`config.mk`:
```
export PLATFORM = sky130hd
export DESIGN_NAME = dwc_regs
export DESIGN_NICKNAME = d
export VERILOG_FILES = /design/src/pkg/dwc_pkg.sv /design/src/core/dwc_regs.sv /design/src/core/dwc_store.sv
export SDC_FILE = /design/constraint.sdc
export NUM_CORES = 1
export LEC_CHECK = 0
export ABC_CLOCK_PERIOD_IN_PS = 3500
export BUFFER_PORTS_ARGS = -buffer_cell sky130_fd_sc_hd__buf_2
export CORE_MARGIN = 5
export CORE_UTILIZATION = 41
export CTS_BUF_LIST = sky130_fd_sc_hd__clkbuf_8
export DETAILED_ROUTE_END_ITERATION = 6
export GPL_TIMING_DRIVEN = 0
export PLACE_DENSITY = 0.61
export RECOVER_POWER = 25
export SKIP_CTS_REPAIR_TIMING = 1
export SLEW_MARGIN = 10
export SYNTH_ARGS = -nofsm -noshare
export SYNTH_HDL_FRONTEND = slang
export SYNTH_SLANG_ARGS = --single-unit
```
`constraint.sdc`:
```
create_clock -name clk -period 3.5 [get_ports clk]
set_clock_uncertainty 0.2 [all_clocks]
set_input_delay 0.875 -clock clk [delete_from_list [all_inputs] [get_ports clk]]
set_output_delay 0.875 -clock clk [all_outputs]
set_load 0.02 [all_outputs]
```
`src/pkg/dwc_pkg.sv`:
```
// Package holding constants and types of the display window coordinate register bank.
package dwc_pkg;

  // ----------------------------------------------------------------------
  // Register indices; the byte address of each is four times its index.
  // ----------------------------------------------------------------------
  localparam logic [7:0] IDX_X_START_LOW  = 8'h38;
  localparam logic [7:0] IDX_X_START_HIGH = 8'h3a;
  localparam logic [7:0] IDX_Y_START_LOW  = 8'h3c;
  localparam logic [7:0] IDX_Y_START_HIGH = 8'h3e;
  localparam logic [7:0] IDX_X_END_LOW    = 8'h40;
  localparam logic [7:0] IDX_X_END_HIGH   = 8'h42;
  localparam logic [7:0] IDX_Y_END_LOW    = 8'h44;
  localparam logic [7:0] IDX_Y_END_HIGH   = 8'h46;
  localparam logic [7:0] IDX_STATUS       = 8'h47;

  // ----------------------------------------------------------------------
  // Field layout and reset values.
  // ----------------------------------------------------------------------
  localparam int         COORD_W       = 10;
  localparam int         LOW_W         = 8;
  localparam int         HIGH_W        = 2;
  localparam int         SLOT_N        = 8;
  localparam int         SLOT_W        = 3;
  localparam int         ADDR_W        = 12;
  localparam logic [7:0] BYTE_RESET    = 8'h00;
  localparam logic [7:0] HIGH_MASK     = 8'h03;
  localparam int         STAT_X_OK_BIT = 0;
  localparam int         STAT_Y_OK_BIT = 1;

  // ----------------------------------------------------------------------
  // Bus response codes.
  // ----------------------------------------------------------------------
  localparam logic [1:0] RESP_OKAY   = 2'h0;
  localparam logic [1:0] RESP_SLVERR = 2'h2;

  // Write channel states.
  typedef enum logic [1:0] {
    WR_COLLECT = 2'b01,
    WR_RESP    = 2'b10
  } dwc_wr_e;

  // Read channel states.
  typedef enum logic [2:0] {
    RD_IDLE  = 3'b001,
    RD_FETCH = 3'b010,
    RD_RESP  = 3'b100
  } dwc_rd_e;

  // The update window rectangle as the rest of the chip sees it.
  typedef struct packed {
    logic [COORD_W-1:0] x_start;
    logic [COORD_W-1:0] y_start;
    logic [COORD_W-1:0] x_end;
    logic [COORD_W-1:0] y_end;
  } dwc_window_s;

endpackage

```
`src/core/dwc_regs.sv`:
```
// AXI4-Lite register bank holding the display update window rectangle.

// Summary of operation
// - X start is ten bits: low byte in one register, bits 9-8 in next.
// - Y start is ten bits, split low byte and two-bit high register, first row.
// - Y end is ten bits: low byte in one register, bits 9-8 in next.
// - All coordinates count from the displayed image's top left, rotation notwithstanding.
// - All window registers are readable, writable and clear to zero on reset.
module dwc_regs (
  input  wire logic                       clk,
  input  wire logic                       nrst,
  input  wire logic [dwc_pkg::ADDR_W-1:0] awaddr,
  input  wire logic                       awvalid,
  output logic                            awready,
  input  wire logic [31:0]                wdata,
  input  wire logic [3:0]                 wstrb,
  input  wire logic                       wvalid,
  output logic                            wready,
  output logic [1:0]                      bresp,
  output logic                            bvalid,
  input  wire logic                       bready,
  input  wire logic [dwc_pkg::ADDR_W-1:0] araddr,
  input  wire logic                       arvalid,
  output logic                            arready,
  output logic [31:0]                     rdata,
  output logic [1:0]                      rresp,
  output logic                            rvalid,
  input  wire logic                       rready,
  output dwc_pkg::dwc_window_s            window,
  output logic                            window_ok
);

  // ----------------------------------------------------------------------
  // Address decoding.
  // ----------------------------------------------------------------------

  // Maps a byte address to a store slot; bit SLOT_W flags a hit.
  function automatic logic [dwc_pkg::SLOT_W:0] decode(input logic [dwc_pkg::ADDR_W-1:0] a);
    logic [dwc_pkg::ADDR_W-1:0] base;
    logic [dwc_pkg::ADDR_W-1:0] off;
    base = dwc_pkg::ADDR_W'({dwc_pkg::IDX_X_START_LOW, 2'b00});
    off  = a - base;
    decode = '0;
    if (a[1:0] == 2'b00 && a >= base && off[2:0] == 3'b000 &&
        off[dwc_pkg::ADDR_W-1:3] < (dwc_pkg::ADDR_W-3)'(dwc_pkg::SLOT_N)) begin
      decode = {1'b1, off[3 +: dwc_pkg::SLOT_W]};
    end
  endfunction

  // Status sits at an address of its own, outside the slot range.
  function automatic logic is_status(input logic [dwc_pkg::ADDR_W-1:0] a);
    is_status = (a == dwc_pkg::ADDR_W'({dwc_pkg::IDX_STATUS, 2'b00}));
  endfunction

  // ----------------------------------------------------------------------
  // State.
  // ----------------------------------------------------------------------
  dwc_pkg::dwc_wr_e            wr_state;
  dwc_pkg::dwc_rd_e            rd_state;
  logic                        aw_held;
  logic                        w_held;
  logic [dwc_pkg::ADDR_W-1:0]  wr_addr;
  logic [7:0]                  wr_byte;
  logic                        wr_lane0;
  logic [dwc_pkg::ADDR_W-1:0]  rd_addr;
  logic [7:0]                  store_rd;
  logic [dwc_pkg::SLOT_N*8-1:0] contents;
  logic [1:0]                  status;

  // Handshakes and decode results as named wires.
  wire logic                    aw_take  = awvalid && awready;
  wire logic                    w_take   = wvalid && wready;
  wire logic                    ar_take  = arvalid && arready;
  wire logic [dwc_pkg::SLOT_W:0] wr_dec  = decode(wr_addr);
  wire logic [dwc_pkg::SLOT_W:0] rd_dec  = decode(rd_addr);
  wire logic [dwc_pkg::SLOT_W:0] ar_dec  = decode(araddr);
  wire logic                    wr_fire  = (wr_state == dwc_pkg::WR_COLLECT) && aw_held && w_held;
  wire logic                    wr_hit   = wr_dec[dwc_pkg::SLOT_W];
  wire logic                    wr_stat  = is_status(wr_addr);
  wire logic                    rd_hit   = rd_dec[dwc_pkg::SLOT_W];
  wire logic                    rd_stat  = is_status(rd_addr);

  // Odd slots are the high halves; only bits 1-0 exist there, the rest read zero.
  wire logic                    wr_high  = wr_dec[0];
  wire logic [7:0]              wr_value = wr_high ? (wr_byte & dwc_pkg::HIGH_MASK) : wr_byte;
  wire logic                    store_we = wr_fire && wr_hit && wr_lane0;

  // Store slots in register order: xs lo, xs hi, ys lo, ys hi, xe lo, xe hi, ye lo, ye hi.
  dwc_store #(
    .SLOT_N (dwc_pkg::SLOT_N),
    .SLOT_W (dwc_pkg::SLOT_W),
    .DATA_W (dwc_pkg::LOW_W)
  ) u_store (
    .clk      (clk),
    .nrst     (nrst),
    .wr_en    (store_we),
    .wr_slot  (wr_dec[dwc_pkg::SLOT_W-1:0]),
    .wr_data  (wr_value),
    .rd_slot  (ar_dec[dwc_pkg::SLOT_W-1:0]),
    .rd_data  (store_rd),
    .contents (contents)
  );

  // ----------------------------------------------------------------------
  // Coordinate assembly: ten bits from a low byte and two high bits.
  // ----------------------------------------------------------------------
  wire dwc_pkg::dwc_window_s next_window = '{
    x_start: {contents[1*8 +: 2], contents[0*8 +: 8]},
    y_start: {contents[3*8 +: 2], contents[2*8 +: 8]},
    x_end:   {contents[5*8 +: 2], contents[4*8 +: 8]},
    y_end:   {contents[7*8 +: 2], contents[6*8 +: 8]}
  };

  // Span checks in displayed-image terms; rotation and resizing are not applied here.
  wire logic [1:0] next_status = {next_window.y_end >= next_window.y_start,
                                  next_window.x_end >= next_window.x_start};

  // The rectangle leaves through flops so downstream timing starts clean.
  always_ff @(posedge clk or negedge nrst) begin
    if (!nrst) begin
      window    <= '0;
      status    <= '0;
      window_ok <= 1'b0;
    end else begin
      window    <= next_window;
      status    <= next_status;
      window_ok <= &next_status;
    end
  end

  // ----------------------------------------------------------------------
  // Write channel.
  // ----------------------------------------------------------------------

  // Address and data are caught in either order, then written together.
  always_ff @(posedge clk or negedge nrst) begin
    if (!nrst) begin
      wr_state <= dwc_pkg::WR_COLLECT;
      aw_held  <= 1'b0;
      w_held   <= 1'b0;
      wr_addr  <= '0;
      wr_byte  <= dwc_pkg::BYTE_RESET;
      wr_lane0 <= 1'b0;
      awready  <= 1'b0;
      wready   <= 1'b0;
      bvalid   <= 1'b0;
      bresp    <= dwc_pkg::RESP_OKAY;
    end else begin
      case (wr_state)
        dwc_pkg::WR_COLLECT: begin
          if (aw_take) begin
            aw_held <= 1'b1;
            wr_addr <= awaddr;
          end
          if (w_take) begin
            w_held   <= 1'b1;
            wr_byte  <= wdata[7:0];
            wr_lane0 <= wstrb[0];
          end
          awready <= !(aw_held || aw_take);
          wready  <= !(w_held || w_take);
          if (wr_fire) begin
            aw_held  <= 1'b0;
            w_held   <= 1'b0;
            awready  <= 1'b0;
            wready   <= 1'b0;
            bvalid   <= 1'b1;
            bresp    <= (wr_hit || wr_stat) ? dwc_pkg::RESP_OKAY : dwc_pkg::RESP_SLVERR;
            wr_state <= dwc_pkg::WR_RESP;
          end
        end
        dwc_pkg::WR_RESP: begin
          if (bready) begin
            bvalid   <= 1'b0;
            awready  <= 1'b1;
            wready   <= 1'b1;
            wr_state <= dwc_pkg::WR_COLLECT;
          end
        end
        default: begin
          wr_state <= dwc_pkg::WR_COLLECT;
          bvalid   <= 1'b0;
        end
      endcase
    end
  end

  // ----------------------------------------------------------------------
  // Read channel.
  // ----------------------------------------------------------------------

  // The store answers one cycle after the address, hence the fetch state.
  always_ff @(posedge clk or negedge nrst) begin
    if (!nrst) begin
      rd_state <= dwc_pkg::RD_IDLE;
      rd_addr  <= '0;
      arready  <= 1'b0;
      rvalid   <= 1'b0;
      rdata    <= '0;
      rresp    <= dwc_pkg::RESP_OKAY;
    end else begin
      case (rd_state)
        dwc_pkg::RD_IDLE: begin
          arready <= 1'b1;
          if (ar_take) begin
            rd_addr  <= araddr;
            arready  <= 1'b0;
            rd_state <= dwc_pkg::RD_FETCH;
          end
        end
        dwc_pkg::RD_FETCH: begin
          rvalid   <= 1'b1;
          rd_state <= dwc_pkg::RD_RESP;
          if (rd_hit) begin
            rdata <= {24'h00_0000, store_rd};
            rresp <= dwc_pkg::RESP_OKAY;
          end else if (rd_stat) begin
            rdata <= {30'h0000_0000, status};
            rresp <= dwc_pkg::RESP_OKAY;
          end else begin
            rdata <= '0;
            rresp <= dwc_pkg::RESP_SLVERR;
          end
        end
        dwc_pkg::RD_RESP: begin
          if (rready) begin
            rvalid   <= 1'b0;
            arready  <= 1'b1;
            rd_state <= dwc_pkg::RD_IDLE;
          end
        end
        default: begin
          rd_state <= dwc_pkg::RD_IDLE;
          rvalid   <= 1'b0;
        end
      endcase
    end
  end

endmodule // dwc_regs

```
`src/core/dwc_store.sv`:
```
// Small byte store holding the window coordinate register slots.
module dwc_store #(
  parameter int SLOT_N = 8,
  parameter int SLOT_W = 3,
  parameter int DATA_W = 8
) (
  input  wire logic                     clk,
  input  wire logic                     nrst,
  input  wire logic                     wr_en,
  input  wire logic [SLOT_W-1:0]        wr_slot,
  input  wire logic [DATA_W-1:0]        wr_data,
  input  wire logic [SLOT_W-1:0]        rd_slot,
  output logic      [DATA_W-1:0]        rd_data,
  output logic      [SLOT_N*DATA_W-1:0] contents
);

  // ----------------------------------------------------------------------
  // Storage slots, each cleared by reset.
  // ----------------------------------------------------------------------
  genvar g;
  generate
    for (g = 0; g < SLOT_N; g = g + 1) begin : g_slot
      wire logic hit = wr_en && (wr_slot == SLOT_W'(g));
      // One slot; only a write that names it changes it.
      always_ff @(posedge clk or negedge nrst) begin
        if (!nrst) begin
          contents[g*DATA_W +: DATA_W] <= dwc_pkg::BYTE_RESET;
        end else if (hit) begin
          contents[g*DATA_W +: DATA_W] <= wr_data;
        end
      end
    end
  endgenerate

  // Read data leave through a register so the bus sees a clean value.
  always_ff @(posedge clk or negedge nrst) begin
    if (!nrst) begin
      rd_data <= dwc_pkg::BYTE_RESET;
    end else begin
      rd_data <= contents[rd_slot*DATA_W +: DATA_W];
    end
  end

endmodule // dwc_store

```
==> metrics.md <==
| Metric | Value |
|---|---|
| Ratio of cells with drive above 1 in the final layout | between 30% and 40% |
| Async SR Flop Fraction | between 90% and 100% |
| Count of pins over their slew limit | 91 |
| CTS tree | yes |
| CTS root buf | clkbuf_8 |
| Worst Setup Start Kind | primary input |
| Worst endpoint required time | about 3600 ps |
| Hold Crit Class | flop to flop |
| Fmax | around 360 MHz |
| FF+latch count, synth | about 170 |
| Vias in the first global route | between 4,000 and 5,000 |
| Status | finished with violations |
| Largest family of logic cells by synthesized area | multiplexers |
| Rows | between 40 and 50 |
| RePlAce Congestion | roughly 0.84 |
| Total grt overflow | 0 |
| Relative slew margins | -48.1% |
| Post-synth top area share | between 50% and 60% |
| H-tree depth | 4 |
| Post-Syn Area | just over 0.007 mm² |
| Max-Cap Viols | 1 |
| Multi-input logic area | roughly 0.0028 mm² |
| Commonest non-fill, non-tap cell in the layout | dfrtp_1 |
| Tightest Pin Transition | between 2000 and 2500 ps |
| Post-Synth XOR/XNOR Area | 0.362% |
| First-pass GRT wire length | approximately 26,000 µm |
| Total die area | about 0.020 mm² |
| Core ar. | about 0.017 mm² |
| Residual DRC | 0 |
| Post-synth EDFFs | 0 |
| Final setup viols | 0 |
| Fin crit share | 78.6% |
| Failing checks | capacitance limit, slew limit |
| Via density per instance | between 4 and 5 |
| Post-layout util | 49.5% |
| Dpl ws | 327 ps |
| Max VDD drop | just under 0.4 mV |
| Seq/Total Area, Yosys | between 50% and 60% |
| Worst Path Arrival | around 2900 ps |
| Total track usage | 16.4% |
| Mux cell area share after synthesis | 15.4% |
| Post-Synthesis Cells | approximately 550 |
| Synth Area in Simple Gates | ~10% |
| DIE WIDTH | between 100 and 150 µm |
| Syn Area/Cell | about 13 µm² |
| Pwr/cell area | approximately 600 mW/mm² |
| Placed instance area | between 0.008 and 0.009 mm² |
| Seq. cell area | around 0.0042 mm² |
| Power, Total | between 0.005 and 0.006 W |
| Diode count | 0 |
| DR iter-0 viols | 214 |
| Commonest cells after routing, fill and taps aside | dfrtp_1, buf_2, mux2_2, inv_1, buf_4 |
| Area Overhead vs Synth | 18.2% |
| # fillers | around 1,600 |
| Largest area contributor in the netlist | dfrtp_1 |
| CP Capture Type | flop |
| Min cycle time layout | between 2000 and 3000 ps |
| HPWL after DPL | 11,600 µm |
| Worst-path clk slew | 90 ps |
| Final hold viol count | 0 |
| First-pass detailed-route iteration total | 6 |
| Unrepaired setup endpoints after global routing | no |
| Design area | 0.00859 mm² |
| Initial Util | 41.9% |
| Initial antenna violation count | 0 |
| LEAKAGE | 4.37 nW |
| Avg WL per Cell | roughly 17 µm |
| Nets@finish | 778 |
| ANT nets after route | 0 |
| Post-synthesis adder-cell area fraction | 3.96% |
| Vias | 4,543 |
| Yosys warnings | 0 |
| Port Buf Inserts | 95 |
| Clock Latency Late Sink | roughly 450 ps |
| Main synth FF type | dfrtp_1 |
| Clk sinks | between 150 and 200 |
| Largest net degree at the start of global routing | between 90 and 100 |
| DRT Wirelength | between 15,000 and 20,000 µm |
| Fin worst setup slack | ~750 ps |
| Fin Hold WS | about 230 ps |
| Crit Path Max Fanout | 10 |
| Area contributors post-synth | dfrtp_1, mux2_2, ha_1 |
| Netlist cell types | 63 |
| Crit path kind | primary input to flop |
| Die Ht | roughly 140 µm |
| # IOs | around 150 |
| Area fraction in compound gates after synthesis | under 10% |
| TritonCTS Buffers | 17 |
| Clock Tree Buf Depth | 2 |
==> Yosys cell counts (3+ instances only) <==
library cell,count
a22o_1,4
nand3_1,14
dfrtp_1,167
o21bai_1,4
mux2_2,70
mux4_2,8
nor2b_1,14
a21o_1,4
mux2i_1,13
and2_1,14
a2bb2oi_1,4
clkbuf_1,6
o211ai_1,4
nand2_1,23
nor2_1,21
ha_1,23
a211oi_1,6
buf_2,5
inv_1,30
nand3b_1,3
a21oi_1,19
buf_4,28
a32oi_1,3
nand2b_1,6
==> critical path: stages <==
cell and delay [ps]:
buf_2 140, ha_1 310, nor4_1 160, nand2_1 100, a21oi_1 490, buf_2 350, a32oi_1 140, a2bb2oi_1 310
==> metal layers <==
layer  vias to the layer above  track usage, %  part of all wire, %
li1                       2175               -                    -
met1                      2234            20.8                   42
met2                       115            27.0                   50
met3                        19            4.45                  6.0
met4                         0            6.10                  2.1
met5                         -               0                    0
==> path summary, 6_finish.rpt <==
kind / startpoint / endpoint / slack (ps) / depth (start not counted)
max reg2reg: wr_addr[5] / u_store.contents[9] / 950 / 7
max: araddr[5] / u_store.rd_data[6] / 750 / 8
max in group asynchronous: nrst / rd_addr[10] / 930 / 1
min: u_store.contents[48] / window[0] / 230 / 0
min in group asynchronous: nrst / window[29] / 880 / 1
min reg2reg: u_store.contents[48] / window[0] / 230 / 0
==> cells by family after synthesis <==
| kind of cell | Yosys count |
|---|---|
| other | 1 |
| buffers and inverters | 70 |
| AND/OR/NAND/NOR | 120 |
| adder cells (fa/ha/maj) | 23 |
| XOR/XNOR | 3 |
| multiplexers | 93 |
| flip-flops | 169 |
| AO/OA/AOI/OAI | 69 |
==> sequential cells by signal (all words and copies together), names as in the netlist, 2 cells and up <==
name,count
u_store.rd_data,8
wr_addr,12
wr_byte,8
rdata,8
rd_addr,12
rd_state,3
status,2
window,40
u_store.contents,64
==> through the flow <==
step / setup TNS, ps / std cells
3_5_place_dp: 0 / 894
6_report: 0 / 925
5_1_grt: 0 / 925
2_1_floorplan: 0 / 573
4_1_cts: 0 / 925
3_3_place_gp: -180380 / 893
==> report_power, final <==
group          total [W]  switching, W  leakage (nW)  internal (W)
Combinational    0.00105      0.000527          1.92      0.000523
Clock            0.00151      0.000712         0.208      0.000799
Sequential       0.00257      0.000319          2.24       0.00225
==> final cells by class <==
class / count / area share, %
timing repair buffer: 96 / 5.86
tap: 225 / 3.28
sequential: 169 / 49.3
clock buffer: 18 / 2.88
buffer: 40 / 3.04
clock inverter: 13 / 2.26
multi-input combinational: 334 / 32.1
inverter: 30 / 1.31
Power figures use the tool's default switching activity.
